`src/hw/mfirq_pkg.sv`:
```
`default_nettype none

package mfirq_pkg;

  localparam int N_SRC   = 14;
  localparam int N_GRP   = 4;
  localparam int N_OVP   = 4;
  localparam int N_TMEV  = 4;
  localparam int ADDR_W  = 6;

  // register byte offsets
  localparam logic [ADDR_W-1:0] OFS_SRC_FLAG  = 6'h00;
  localparam logic [ADDR_W-1:0] OFS_SRC_EN    = 6'h04;
  localparam logic [ADDR_W-1:0] OFS_GRP_CTRL  = 6'h08;
  localparam logic [ADDR_W-1:0] OFS_PSC_SEL   = 6'h0c;
  localparam logic [ADDR_W-1:0] OFS_TBA_CTRL  = 6'h10;
  localparam logic [ADDR_W-1:0] OFS_TBB_CTRL  = 6'h14;
  localparam logic [ADDR_W-1:0] OFS_IRQ_STAT  = 6'h18;
  localparam logic [ADDR_W-1:0] OFS_IRQ_MASK  = 6'h1c;

  // source flag positions
  localparam int SRC_OVP0    = 0;
  localparam int SRC_JIT_OVF = 4;
  localparam int SRC_APPR    = 5;
  localparam int SRC_TM0     = 6;
  localparam int SRC_PWM_PER = 10;
  localparam int SRC_PWM_DTY = 11;
  localparam int SRC_TBA     = 12;
  localparam int SRC_TBB     = 13;

  // group control register fields
  localparam int GC_EN_LSB   = 0;
  localparam int GC_FLAG_LSB = 4;
  localparam int GC_GIE_BIT  = 8;

  // time base control fields
  localparam int TB_ON_BIT   = 7;
  localparam int TB_PER_W    = 3;
  localparam int TB_MIN_EXP  = 8;
  localparam int TB_CNT_W    = 15;

  localparam int PSC_SEL_W   = 2;
  localparam logic [1:0] PSC_DIV4_LAST = 2'h3;

  // group membership
  localparam logic [N_SRC-1:0] GRP_MASK [N_GRP] = '{
    14'h000f,  // over-voltage channels
    14'h0030,  // jitter overflow, approach match
    14'h03c0,  // timer module matches
    14'h3c00   // pwm and time bases
  };

  // reset values
  localparam logic [N_SRC-1:0] SRC_RST  = 14'h0000;
  localparam logic [7:0]       REG8_RST = 8'h00;
  localparam logic [N_GRP-1:0] GRP_RST  = 4'h0;

  typedef enum logic [1:0] {
    PSC_SYS  = 2'b00,
    PSC_DIV4 = 2'b01,
    PSC_SUB  = 2'b10,
    PSC_SUB2 = 2'b11
  } mfirq_psc_e;

endpackage

`default_nettype wire

```
`src/hw/mfirq_tb_div.sv`:
```
`timescale 1ns/1ps
`default_nettype none

module mfirq_tb_div
  import mfirq_pkg::*;
(
  input  wire logic                clk_sys,
  input  wire logic                rst,
  input  wire logic                tick,
  input  wire logic                enable,
  input  wire logic [TB_PER_W-1:0] period_sel,
  output logic                     overflow
);

  logic [TB_CNT_W-1:0] cnt_q;

  // all-ones mask of the low 2^(8+sel) count
  function automatic logic [TB_CNT_W-1:0] span_mask(input logic [TB_PER_W-1:0] sel);
    logic [TB_CNT_W:0] one;
    one = {{TB_CNT_W{1'b0}}, 1'b1};
    span_mask = TB_CNT_W'((one << (TB_MIN_EXP + int'(sel))) - 1'b1);
  endfunction

  // disabled divider restarts from zero so the first period is whole
  always_ff @(posedge clk_sys) begin
    if (rst || !enable) begin
      cnt_q <= '0;
    end else if (tick) begin
      cnt_q <= cnt_q + 1'b1;
    end
  end

  always_ff @(posedge clk_sys) begin
    if (rst) begin
      overflow <= 1'b0;
    end else begin
      overflow <= enable && tick &&
                  ((cnt_q & span_mask(period_sel)) == span_mask(period_sel));
    end
  end

endmodule

`default_nettype wire

```
`src/hw/mfirq_top.sv`:
```
`timescale 1ns/1ps
`default_nettype none

// What this block does
// - over-voltage channel flag sets while its comparator reports input above threshold
// - vector request needs global, source and group enables, and stack not full
// - servicing clears global enable and group flag; over-voltage flag stays
// - jitter counter overflow sets the jitter overflow flag
// - jitter overflow flag survives servicing; software clears it
// - finished approach of period or dead time to target sets approach flag
// - approach flag survives servicing; software clears it
// - each timer module has comparator A and P match flags, each enabled
// - timer match flags survive servicing; software clears them
// - pwm period match and duty match set separate enabled flags
// - pwm servicing clears the group flag and global enable, not the pwm source flags
// - each time base divider overflow sets its flag periodically
// - time base flags survive servicing; software clears them
// - prescaler source: 00 system, 01 system over four, 1x subsidiary clock
// - prescaler select holds two low bits, reset zero, upper bits read zero
// - prescaler clock feeds each time base divider, ratio from its control
// - group flag sets whenever a member source flag becomes set
// - time base has enable and 3-bit period, 2^8 to 2^15 ticks
module mfirq_top
  import mfirq_pkg::*;
(
  input  wire logic                   clk_sys,
  input  wire logic                   rst,
  // avalon-mm slave
  input  wire logic [ADDR_W-1:0]      avs_address,
  input  wire logic                   avs_read,
  input  wire logic                   avs_write,
  input  wire logic [31:0]            avs_writedata,
  input  wire logic [3:0]             avs_byteenable,
  output logic [31:0]                 avs_readdata,
  output logic                        avs_waitrequest,
  // event sources
  input  wire logic [N_OVP-1:0]       overvolt_cmp,
  input  wire logic                   jitter_counter_ovf,
  input  wire logic                   approach_done,
  input  wire logic [N_TMEV-1:0]      tm_match,
  input  wire logic                   pwm_period_match,
  input  wire logic                   pwm_duty_match,
  input  wire logic                   subsidiary_clock,
  // core interface
  input  wire logic                   stack_full,
  input  wire logic                   vector_ack,
  input  wire logic                   return_enable,
  output logic                        vector_req,
  output logic [1:0]                  vector_group,
  output logic                        irq
);

  logic [N_SRC-1:0]     src_flag_q;
  logic [N_SRC-1:0]     src_flag_d;
  logic [N_SRC-1:0]     src_en_q;
  logic [N_GRP-1:0]     grp_en_q;
  logic [N_GRP-1:0]     grp_flag_q;
  logic [N_GRP-1:0]     grp_flag_d;
  logic [N_GRP-1:0]     grp_set;
  logic [N_GRP-1:0]     grp_pend;
  logic                 gie_q;
  logic [PSC_SEL_W-1:0] psc_sel_q;
  logic [7:0]           tba_ctrl_q;
  logic [7:0]           tbb_ctrl_q;
  logic [N_GRP-1:0]     stat_q;
  logic [N_GRP-1:0]     mask_q;
  logic                 ack_q;
  logic                 wr_go;
  logic                 rd_go;
  logic [31:0]          rd_mux;
  logic [N_OVP-1:0]     ovp_s1_q;
  logic [N_OVP-1:0]     ovp_s2_q;
  logic                 sub_s1_q;
  logic                 sub_s2_q;
  logic                 sub_s3_q;
  logic [1:0]           div4_q;
  logic                 psc_tick;
  logic                 tba_ovf;
  logic                 tbb_ovf;
  logic [N_SRC-1:0]     src_ev;
  logic [1:0]           sel_grp;

  // avalon handshake: one wait cycle, completion on the second edge
  assign avs_waitrequest = (avs_read || avs_write) && !ack_q;
  assign wr_go = avs_write && ack_q;
  assign rd_go = avs_read && ack_q;

  always_ff @(posedge clk_sys) begin
    if (rst) begin
      ack_q <= 1'b0;
    end else begin
      ack_q <= (avs_read || avs_write) && !ack_q;
    end
  end

  function automatic logic reg_hit(input logic [ADDR_W-1:0] ofs);
    reg_hit = (avs_address[ADDR_W-1:2] == ofs[ADDR_W-1:2]);
  endfunction

  // only the low byte lane carries narrow fields; wider ones use two lanes
  function automatic logic lane_ok(input int lane);
    lane_ok = avs_byteenable[lane];
  endfunction

  // read mux, unmapped words read zero
  always_comb begin
    rd_mux = 32'h0000_0000;
    if (reg_hit(OFS_SRC_FLAG)) begin
      rd_mux[N_SRC-1:0] = src_flag_q;
    end else if (reg_hit(OFS_SRC_EN)) begin
      rd_mux[N_SRC-1:0] = src_en_q;
    end else if (reg_hit(OFS_GRP_CTRL)) begin
      rd_mux[GC_EN_LSB +: N_GRP]   = grp_en_q;
      rd_mux[GC_FLAG_LSB +: N_GRP] = grp_flag_q;
      rd_mux[GC_GIE_BIT]           = gie_q;
    end else if (reg_hit(OFS_PSC_SEL)) begin
      rd_mux[PSC_SEL_W-1:0] = psc_sel_q;
    end else if (reg_hit(OFS_TBA_CTRL)) begin
      rd_mux[7:0] = tba_ctrl_q;
    end else if (reg_hit(OFS_TBB_CTRL)) begin
      rd_mux[7:0] = tbb_ctrl_q;
    end else if (reg_hit(OFS_IRQ_STAT)) begin
      rd_mux[N_GRP-1:0] = stat_q | grp_set;
    end else if (reg_hit(OFS_IRQ_MASK)) begin
      rd_mux[N_GRP-1:0] = mask_q;
    end
  end

  always_ff @(posedge clk_sys) begin
    if (rst) begin
      avs_readdata <= 32'h0000_0000;
    end else if (avs_read && !ack_q) begin
      avs_readdata <= rd_mux;
    end
  end

  // comparator and subsidiary clock come from outside this domain
  always_ff @(posedge clk_sys) begin
    if (rst) begin
      ovp_s1_q <= '0;
      ovp_s2_q <= '0;
      sub_s1_q <= 1'b0;
      sub_s2_q <= 1'b0;
      sub_s3_q <= 1'b0;
    end else begin
      ovp_s1_q <= overvolt_cmp;
      ovp_s2_q <= ovp_s1_q;
      sub_s1_q <= subsidiary_clock;
      sub_s2_q <= sub_s1_q;
      sub_s3_q <= sub_s2_q;
    end
  end

  // prescaler clock as a one-cycle enable
  always_ff @(posedge clk_sys) begin
    if (rst) begin
      div4_q <= 2'h0;
    end else begin
      div4_q <= div4_q + 1'b1;
    end
  end

  always_comb begin
    case (mfirq_psc_e'(psc_sel_q))
      PSC_SYS:  psc_tick = 1'b1;
      PSC_DIV4: psc_tick = (div4_q == PSC_DIV4_LAST);
      PSC_SUB:  psc_tick = sub_s2_q && !sub_s3_q;
      PSC_SUB2: psc_tick = sub_s2_q && !sub_s3_q;
      default:  psc_tick = 1'b0;
    endcase
  end

  mfirq_tb_div u_tba (
    .clk_sys    (clk_sys),
    .rst        (rst),
    .tick       (psc_tick),
    .enable     (tba_ctrl_q[TB_ON_BIT]),
    .period_sel (tba_ctrl_q[TB_PER_W-1:0]),
    .overflow   (tba_ovf)
  );

  mfirq_tb_div u_tbb (
    .clk_sys    (clk_sys),
    .rst        (rst),
    .tick       (psc_tick),
    .enable     (tbb_ctrl_q[TB_ON_BIT]),
    .period_sel (tbb_ctrl_q[TB_PER_W-1:0]),
    .overflow   (tbb_ovf)
  );

  // event vector in flag order
  always_comb begin
    src_ev = '0;
    src_ev[SRC_OVP0 +: N_OVP] = ovp_s2_q;
    src_ev[SRC_JIT_OVF]       = jitter_counter_ovf;
    src_ev[SRC_APPR]          = approach_done;
    src_ev[SRC_TM0 +: N_TMEV] = tm_match;
    src_ev[SRC_PWM_PER]       = pwm_period_match;
    src_ev[SRC_PWM_DTY]       = pwm_duty_match;
    src_ev[SRC_TBA]           = tba_ovf;
    src_ev[SRC_TBB]           = tbb_ovf;
  end

  // software write first, then events on top: a set beats a clear
  always_comb begin
    src_flag_d = src_flag_q;
    if (wr_go && reg_hit(OFS_SRC_FLAG)) begin
      if (lane_ok(0)) begin
        src_flag_d[7:0] = avs_writedata[7:0];
      end
      if (lane_ok(1)) begin
        src_flag_d[N_SRC-1:8] = avs_writedata[N_SRC-1:8];
      end
    end
    src_flag_d = src_flag_d | src_ev;
  end

  // servicing never touches source flags
  always_ff @(posedge clk_sys) begin
    if (rst) begin
      src_flag_q <= SRC_RST;
    end else begin
      src_flag_q <= src_flag_d;
    end
  end

  always_ff @(posedge clk_sys) begin
    if (rst) begin
      src_en_q <= SRC_RST;
    end else if (wr_go && reg_hit(OFS_SRC_EN)) begin
      if (lane_ok(0)) begin
        src_en_q[7:0] <= avs_writedata[7:0];
      end
      if (lane_ok(1)) begin
        src_en_q[N_SRC-1:8] <= avs_writedata[N_SRC-1:8];
      end
    end
  end

  // group set on a member flag rising
  always_comb begin
    for (int g = 0; g < N_GRP; g++) begin
      grp_set[g] = |(src_flag_d & ~src_flag_q & GRP_MASK[g]);
    end
  end

  always_comb begin
    grp_flag_d = grp_flag_q;
    if (wr_go && reg_hit(OFS_GRP_CTRL) && lane_ok(0)) begin
      grp_flag_d = avs_writedata[GC_FLAG_LSB +: N_GRP];
    end
    if (vector_ack) begin
      grp_flag_d[vector_group] = 1'b0;
    end
    grp_flag_d = grp_flag_d | grp_set;
  end

  always_ff @(posedge clk_sys) begin
    if (rst) begin
      grp_flag_q <= GRP_RST;
    end else begin
      grp_flag_q <= grp_flag_d;
    end
  end

  always_ff @(posedge clk_sys) begin
    if (rst) begin
      grp_en_q <= GRP_RST;
    end else if (wr_go && reg_hit(OFS_GRP_CTRL) && lane_ok(0)) begin
      grp_en_q <= avs_writedata[GC_EN_LSB +: N_GRP];
    end
  end

  // ack beats a simultaneous return, so nesting stays closed
  always_ff @(posedge clk_sys) begin
    if (rst) begin
      gie_q <= 1'b0;
    end else if (vector_ack) begin
      gie_q <= 1'b0;
    end else if (return_enable) begin
      gie_q <= 1'b1;
    end else if (wr_go && reg_hit(OFS_GRP_CTRL) && lane_ok(1)) begin
      gie_q <= avs_writedata[GC_GIE_BIT];
    end
  end

  always_ff @(posedge clk_sys) begin
    if (rst) begin
      psc_sel_q <= PSC_SEL_W'(REG8_RST);
    end else if (wr_go && reg_hit(OFS_PSC_SEL) && lane_ok(0)) begin
      psc_sel_q <= avs_writedata[PSC_SEL_W-1:0];
    end
  end

  // unimplemented control bits 6..3 stay zero
  always_ff @(posedge clk_sys) begin
    if (rst) begin
      tba_ctrl_q <= REG8_RST;
      tbb_ctrl_q <= REG8_RST;
    end else if (wr_go && lane_ok(0)) begin
      if (reg_hit(OFS_TBA_CTRL)) begin
        tba_ctrl_q <= {avs_writedata[TB_ON_BIT], 4'h0, avs_writedata[TB_PER_W-1:0]};
      end
      if (reg_hit(OFS_TBB_CTRL)) begin
        tbb_ctrl_q <= {avs_writedata[TB_ON_BIT], 4'h0, avs_writedata[TB_PER_W-1:0]};
      end
    end
  end

  // a group is pending when its group flag and enable are set and a member is both flagged and enabled
  always_comb begin
    for (int g = 0; g < N_GRP; g++) begin
      grp_pend[g] = grp_flag_q[g] && grp_en_q[g] &&
                    (|(src_flag_q & src_en_q & GRP_MASK[g]));
    end
  end

  // lowest group number has priority
  always_comb begin
    sel_grp = vector_group;
    for (int g = N_GRP - 1; g >= 0; g--) begin
      if (grp_pend[g]) begin
        sel_grp = 2'(g);
      end
    end
  end

  // vector_group stays stable through the ack cycle
  always_ff @(posedge clk_sys) begin
    if (rst) begin
      vector_req   <= 1'b0;
      vector_group <= 2'h0;
    end else begin
      vector_req <= gie_q && !stack_full && !vector_ack && (|grp_pend);
      if (!vector_ack) begin
        vector_group <= sel_grp;
      end
    end
  end

  // sticky status per group flag set; read clears, new set wins
  always_ff @(posedge clk_sys) begin
    if (rst) begin
      stat_q <= GRP_RST;
    end else if (rd_go && reg_hit(OFS_IRQ_STAT)) begin
      stat_q <= grp_set;
    end else begin
      stat_q <= stat_q | grp_set;
    end
  end

  always_ff @(posedge clk_sys) begin
    if (rst) begin
      mask_q <= GRP_RST;
    end else if (wr_go && reg_hit(OFS_IRQ_MASK) && lane_ok(0)) begin
      mask_q <= avs_writedata[N_GRP-1:0];
    end
  end

  always_ff @(posedge clk_sys) begin
    if (rst) begin
      irq <= 1'b0;
    end else begin
      irq <= |(stat_q & mask_q);
    end
  end

endmodule

`default_nettype wire

```
`config.mk`:
```
export PLATFORM = sky130hd
export DESIGN_NAME = mfirq_top
export DESIGN_NICKNAME = d
export VERILOG_FILES = /design/src/hw/mfirq_pkg.sv /design/src/hw/mfirq_tb_div.sv /design/src/hw/mfirq_top.sv
export SDC_FILE = /design/constraint.sdc
export NUM_CORES = 1
export LEC_CHECK = 0
export ABC_AREA = 1
export BUFFER_PORTS_ARGS = -buffer_cell sky130_fd_sc_hd__buf_2
export CORE_ASPECT_RATIO = 2
export CORE_UTILIZATION = 40
export CTS_CLUSTER_SIZE = 14
export DETAILED_ROUTE_END_ITERATION = 8
export PLACE_DENSITY_LB_ADDON = 0.15
export SYNTH_ARGS = -nofsm -noshare
export SYNTH_HDL_FRONTEND = slang
export SYNTH_HIERARCHICAL = 1
export SYNTH_SLANG_ARGS = --single-unit
```
`constraint.sdc`:
```
create_clock -name clk_sys -period 2.5 [get_ports clk_sys]
set_clock_uncertainty 0.05 [all_clocks]
set_input_delay 0.5 -clock clk_sys [delete_from_list [all_inputs] [get_ports clk_sys]]
set_output_delay 0.5 -clock clk_sys [all_outputs]
set_load 0.1 [all_outputs]
```
==> impl_metrics.json <==
{
  "route.vias.total": 5618,
  "globalRoute.totalOverflow": 0,
  "num_antenna_cells": 0,
  "tritoncts": "done",
  "synth.yosys.seq_area_share_pct": 40.10,
  "ys_async_sr_fraction_pct": 0,
  "final_min_period_over_clock_period_pct": 89.95,
  "met2WireLength_um": 8933,
  "final_cell_count_no_fill": 1144,
  "layout_commonest_cell": "sky130_fd_sc_hd__nand2_1",
  "fmaxAchievable_mhz": 444.7,
  "r2r_start": "ack_q$_SDFF_PP0_",
  "final-setup-viol-count": 0,
  "critical-path-max-stage-delay_ns": 0.40,
  "crit_path_start_kind": "flip-flop",
  "fillCellCount": 1543,
  "main_flop_type_after_synthesis": "sky130_fd_sc_hd__dfxtp_1",
  "power.density_cell_area_nw_per_um2": 722.8,
  "synthesis.area_um2": 5941,
  "detailedPlacementHpwl_um": 12100,
  "wl_per_cell_um": 13.69,
  "cts_hold_buffers": 0,
  "clk_root_buffer_cell": "sky130_fd_sc_hd__clkbuf_16",
  "area.growth.synth_to_final_pct": 20.96,
  "p_leak_nw": 3.248,
  "h-tree-depth": 4,
  "area_used_by_sequential_logic_in_the_layout_um2": 2382,
  "timing.max_cap.violations": 0,
  "num_io_pins": 99,
  "grt_setup_unrepaired": "false",
  "crit_path_max_fanout": 5,
  "wl_met1_um": 5683,
  "post_cts_resize_count": 0,
  "drtAntennaViolNets": 0,
  "netlist_top_cells_area": "sky130_fd_sc_hd__dfxtp_1 40%, sky130_fd_sc_hd__nand2_1 12%, sky130_fd_sc_hd__inv_1 8.2%",
  "reg2reg_to": "avs_readdata[2]$_SDFFE_PP0P_",
  "hold_path_class": "in2reg",
  "fin_tns_setup_ns": 0,
  "dr.max_layer_used": "met4",
  "drt_iter0_drc": 226,
  "ys_ff_latch": 119,
  "vias_in_the_first_global_route": 5451,
  "pwr-share-comb_pct": 10.4,
  "placed_area_um2": 6538,
  "path_class": "reg2reg",
  "globalRouteTotalUtil_pct": 21.76,
  "worst_setup_path_startpoint": "ack_q$_SDFF_PP0_",
  "detailed_router_iteration_count_before_antenna_repair": 4,
  "edff_count_synth": 0,
  "r2r.worst_path.cells": 16,
  "first_pass_grt_wire_length_um": 25490,
  "cts_setup_buffers": 0,
  "multi_input_area_um2": 2897,
  "fp.coreArea_um2": 14430,
  "hold_viol_final": 0,
  "fp.dieH_um": 174.3,
  "slew_viol_final": 0,
  "final_nets": 1008,
  "grt_antenna_before_repair": 0,
  "final_layout_size_suffix_gt1_share_pct": 16.49,
  "chipWidth_um": 88.18,
  "met3RoutedLength_um": 456,
  "max-slew-margin-rel_pct": 54.63,
  "globalplace.congestion": 0.9078,
  "synthCells": 857,
  "synth-warning-count": 6,
  "instance_count_after_placement_with_tap_cells_included": 1114,
  "setup.worst_path.end": "avs_readdata[2]$_SDFFE_PP0P_",
  "critical_path_arrival_ns": 2.48,
  "power.net_switching_mw": 1.304,
  "worstSetupEndpointType": "flip-flop",
  "critical_path_required_ns": 2.73,
  "power.share.switching_pct": 25.10,
  "io_buffer_count": 58,
  "tritoncts.num_buffers": 17,
  "synth_area_leader_cell": "sky130_fd_sc_hd__dfxtp_1",
  "synth.avg_cell_area_um2": 6.932,
  "critical-path-top-cell-by-count": "sky130_fd_sc_hd__nand2_1",
  "worst_path_clk_slew_ns": 0.05,
  "die-area_um2": 15370,
  "postLayoutCoreUtil_pct": 49.80,
  "clock_path_buffers": 2,
  "detail_route.drc_violations": 0,
  "synth_top_area_share_pct": 40.10,
  "cts.sink_count": 119,
  "clock_power_share_pct": 51.3,
  "drt_wl_total_um": 15660,
  "final_cell_area_excluding_filler_cells_um2": 7186,
  "number_of_placement_rows": 62,
  "clk_latency_ns": 0.41,
  "routed_via_density": 4.911,
  "critical-path-slowest-cell": "sky130_fd_sc_hd__dfxtp_1",
  "synthDistinctLibCells": 44,
  "timing.critical_path.cells": "nand2_2 -> inv_2 -> nand3_2 -> buf_4 -> nand2_1 -> nand2_1 -> o21ai_0 -> nand2_1 -> nor2_2 -> nand2_1 -> nand2_1 -> nand2_1 -> nand2_1 -> nand4_1 -> nand2_1 -> a21oi_1",
  "start_util_pct": 41.17,
  "run_status": "finished, final reports clean",
  "layout_common_cells": "183 x sky130_fd_sc_hd__nand2_1, 130 x sky130_fd_sc_hd__inv_1, 119 x sky130_fd_sc_hd__dfxtp_1, 85 x sky130_fd_sc_hd__a21oi_1, 82 x sky130_fd_sc_hd__nor2_1",
  "regToRegSetupSlack_ns": 0.25,
  "intPower_mw": 3.890,
  "max_ir_drop_vdd_v": 0.0004628,
  "largest_net_degree_at_the_start_of_global_routing": 54,
  "worst_pin_slew_ns": 0.6765,
  "seq_power_share_pct": 38.2,
  "finalCriticalPeriod_ns": 2.249
}
==> worst max-delay path, delay by kind of cell (launching register included) <==
kind	cells	cell delay (ns)
simple gates	12	1.17
flops	1	0.40
buf+inv	2	0.29
compound gates	2	0.21
==> stage by stage <==
stage,worst slack (ns),hold WS (ns),total power [mW]
2_1_floorplan,0.1544,0.3383,2.434
3_3_place_gp,0.03096,0.3402,2.565
3_5_place_dp,0.02367,0.3424,2.568
4_1_cts,0.2591,0.1891,5.238
5_1_grt,0.05337,0.1947,5.377
6_report,0.2512,0.2009,5.194
==> worst min path at each step <==
stage,start,endpoint,slack [ns],cells after the start
2_1_floorplan,ovp_s1_q[0]$_SDFF_PP0_,ovp_s2_q[0]$_SDFF_PP0_,0.34,2
3_3_place_gp,ovp_s1_q[1]$_SDFF_PP0_,ovp_s2_q[1]$_SDFF_PP0_,0.34,2
3_5_place_dp,ovp_s1_q[1]$_SDFF_PP0_,ovp_s2_q[1]$_SDFF_PP0_,0.34,2
4_1_cts,stack_full,vector_req$_SDFF_PP0_,0.19,2
5_1_grt,stack_full,vector_req$_SDFF_PP0_,0.19,2
6_report,stack_full,vector_req$_SDFF_PP0_,0.20,2
==> final cells by class <==
class | count | area share, %
multi-input combinational | 583 | 40.31
sequential | 119 | 33.15
timing repair buffer | 86 | 7.139
clock buffer | 23 | 7.069
inverter | 134 | 7.035
tap | 192 | 3.343
clock inverter | 7 | 1.950
==> cells by family (layout without fill, tap and decap cells) <==
family	Yosys count	after routing	synth area share, %
adders and majority gates	5	5	1.053
and+or+nand+nor	364	364	28.48
DFF	119	119	40.10
other	1	18	0.06312
buffers and inverters	172	250	12.30
AOI/OAI and AO/OA	196	196	18.01
==> registers in the layout, summed over array words and instances (netlist names), 2 cells and up <==
signal and cells:
div4_q 2, u_tbb/cnt_q 15, tba_ctrl_q 4, u_tba/cnt_q 15, grp_en_q 4, tbb_ctrl_q 4, psc_sel_q 2, vector_group 2
mask_q 4, avs_readdata 14, ovp_s2_q 4, src_flag_q 14, src_en_q 14, grp_flag_q 4, stat_q 4, ovp_s1_q 4
==> cell usage after synthesis, types with 2 or more instances <==
| master | n |
|---|---|
| sky130_fd_sc_hd__a22o_1 | 4 |
| sky130_fd_sc_hd__nand2_2 | 5 |
| sky130_fd_sc_hd__or2_2 | 2 |
| sky130_fd_sc_hd__a21oi_1 | 85 |
| sky130_fd_sc_hd__buf_4 | 20 |
| sky130_fd_sc_hd__nand2_4 | 5 |
| sky130_fd_sc_hd__nor3_1 | 14 |
| sky130_fd_sc_hd__o211ai_1 | 6 |
| sky130_fd_sc_hd__clkbuf_1 | 11 |
| sky130_fd_sc_hd__o21ai_1 | 6 |
| sky130_fd_sc_hd__nor2_2 | 8 |
| sky130_fd_sc_hd__inv_2 | 2 |
| sky130_fd_sc_hd__nor2_1 | 82 |
| sky130_fd_sc_hd__nand3_2 | 2 |
| sky130_fd_sc_hd__o21ai_0 | 77 |
| sky130_fd_sc_hd__o221ai_1 | 3 |
| sky130_fd_sc_hd__inv_1 | 130 |
| sky130_fd_sc_hd__a41oi_1 | 5 |
| sky130_fd_sc_hd__nor2_4 | 10 |
| sky130_fd_sc_hd__nand4_1 | 9 |
| sky130_fd_sc_hd__nand2_1 | 183 |
| sky130_fd_sc_hd__nand3_1 | 32 |
| sky130_fd_sc_hd__a211oi_1 | 2 |
| sky130_fd_sc_hd__nor2_8 | 3 |
| sky130_fd_sc_hd__dfxtp_1 | 119 |
| sky130_fd_sc_hd__buf_2 | 6 |
| sky130_fd_sc_hd__nand3b_1 | 4 |
| sky130_fd_sc_hd__ha_1 | 5 |
| sky130_fd_sc_hd__and3_1 | 2 |
==> per-layer routing <==
metal  up-vias  track usage, %
li1       2897               -
met1      2585           20.46
met2       100           42.34
met3        36           3.989
met4         0           10.89
met5         -               0
==> power groups by stage <==
| stage | clock network [mW] | logic, mW | registers [mW] |
|---|---|---|---|
| finish | 2.67 | 0.542 | 1.99 |
| global route | 2.80 | 0.582 | 1.99 |
| CTS | 2.71 | 0.544 | 1.99 |
| detailed placement | 0 | 0.541 | 2.03 |
| global placement | 0 | 0.539 | 2.03 |
| floorplan | 0 | 0.328 | 2.11 |
No activity file was read; power rests on OpenSTA's default activity.
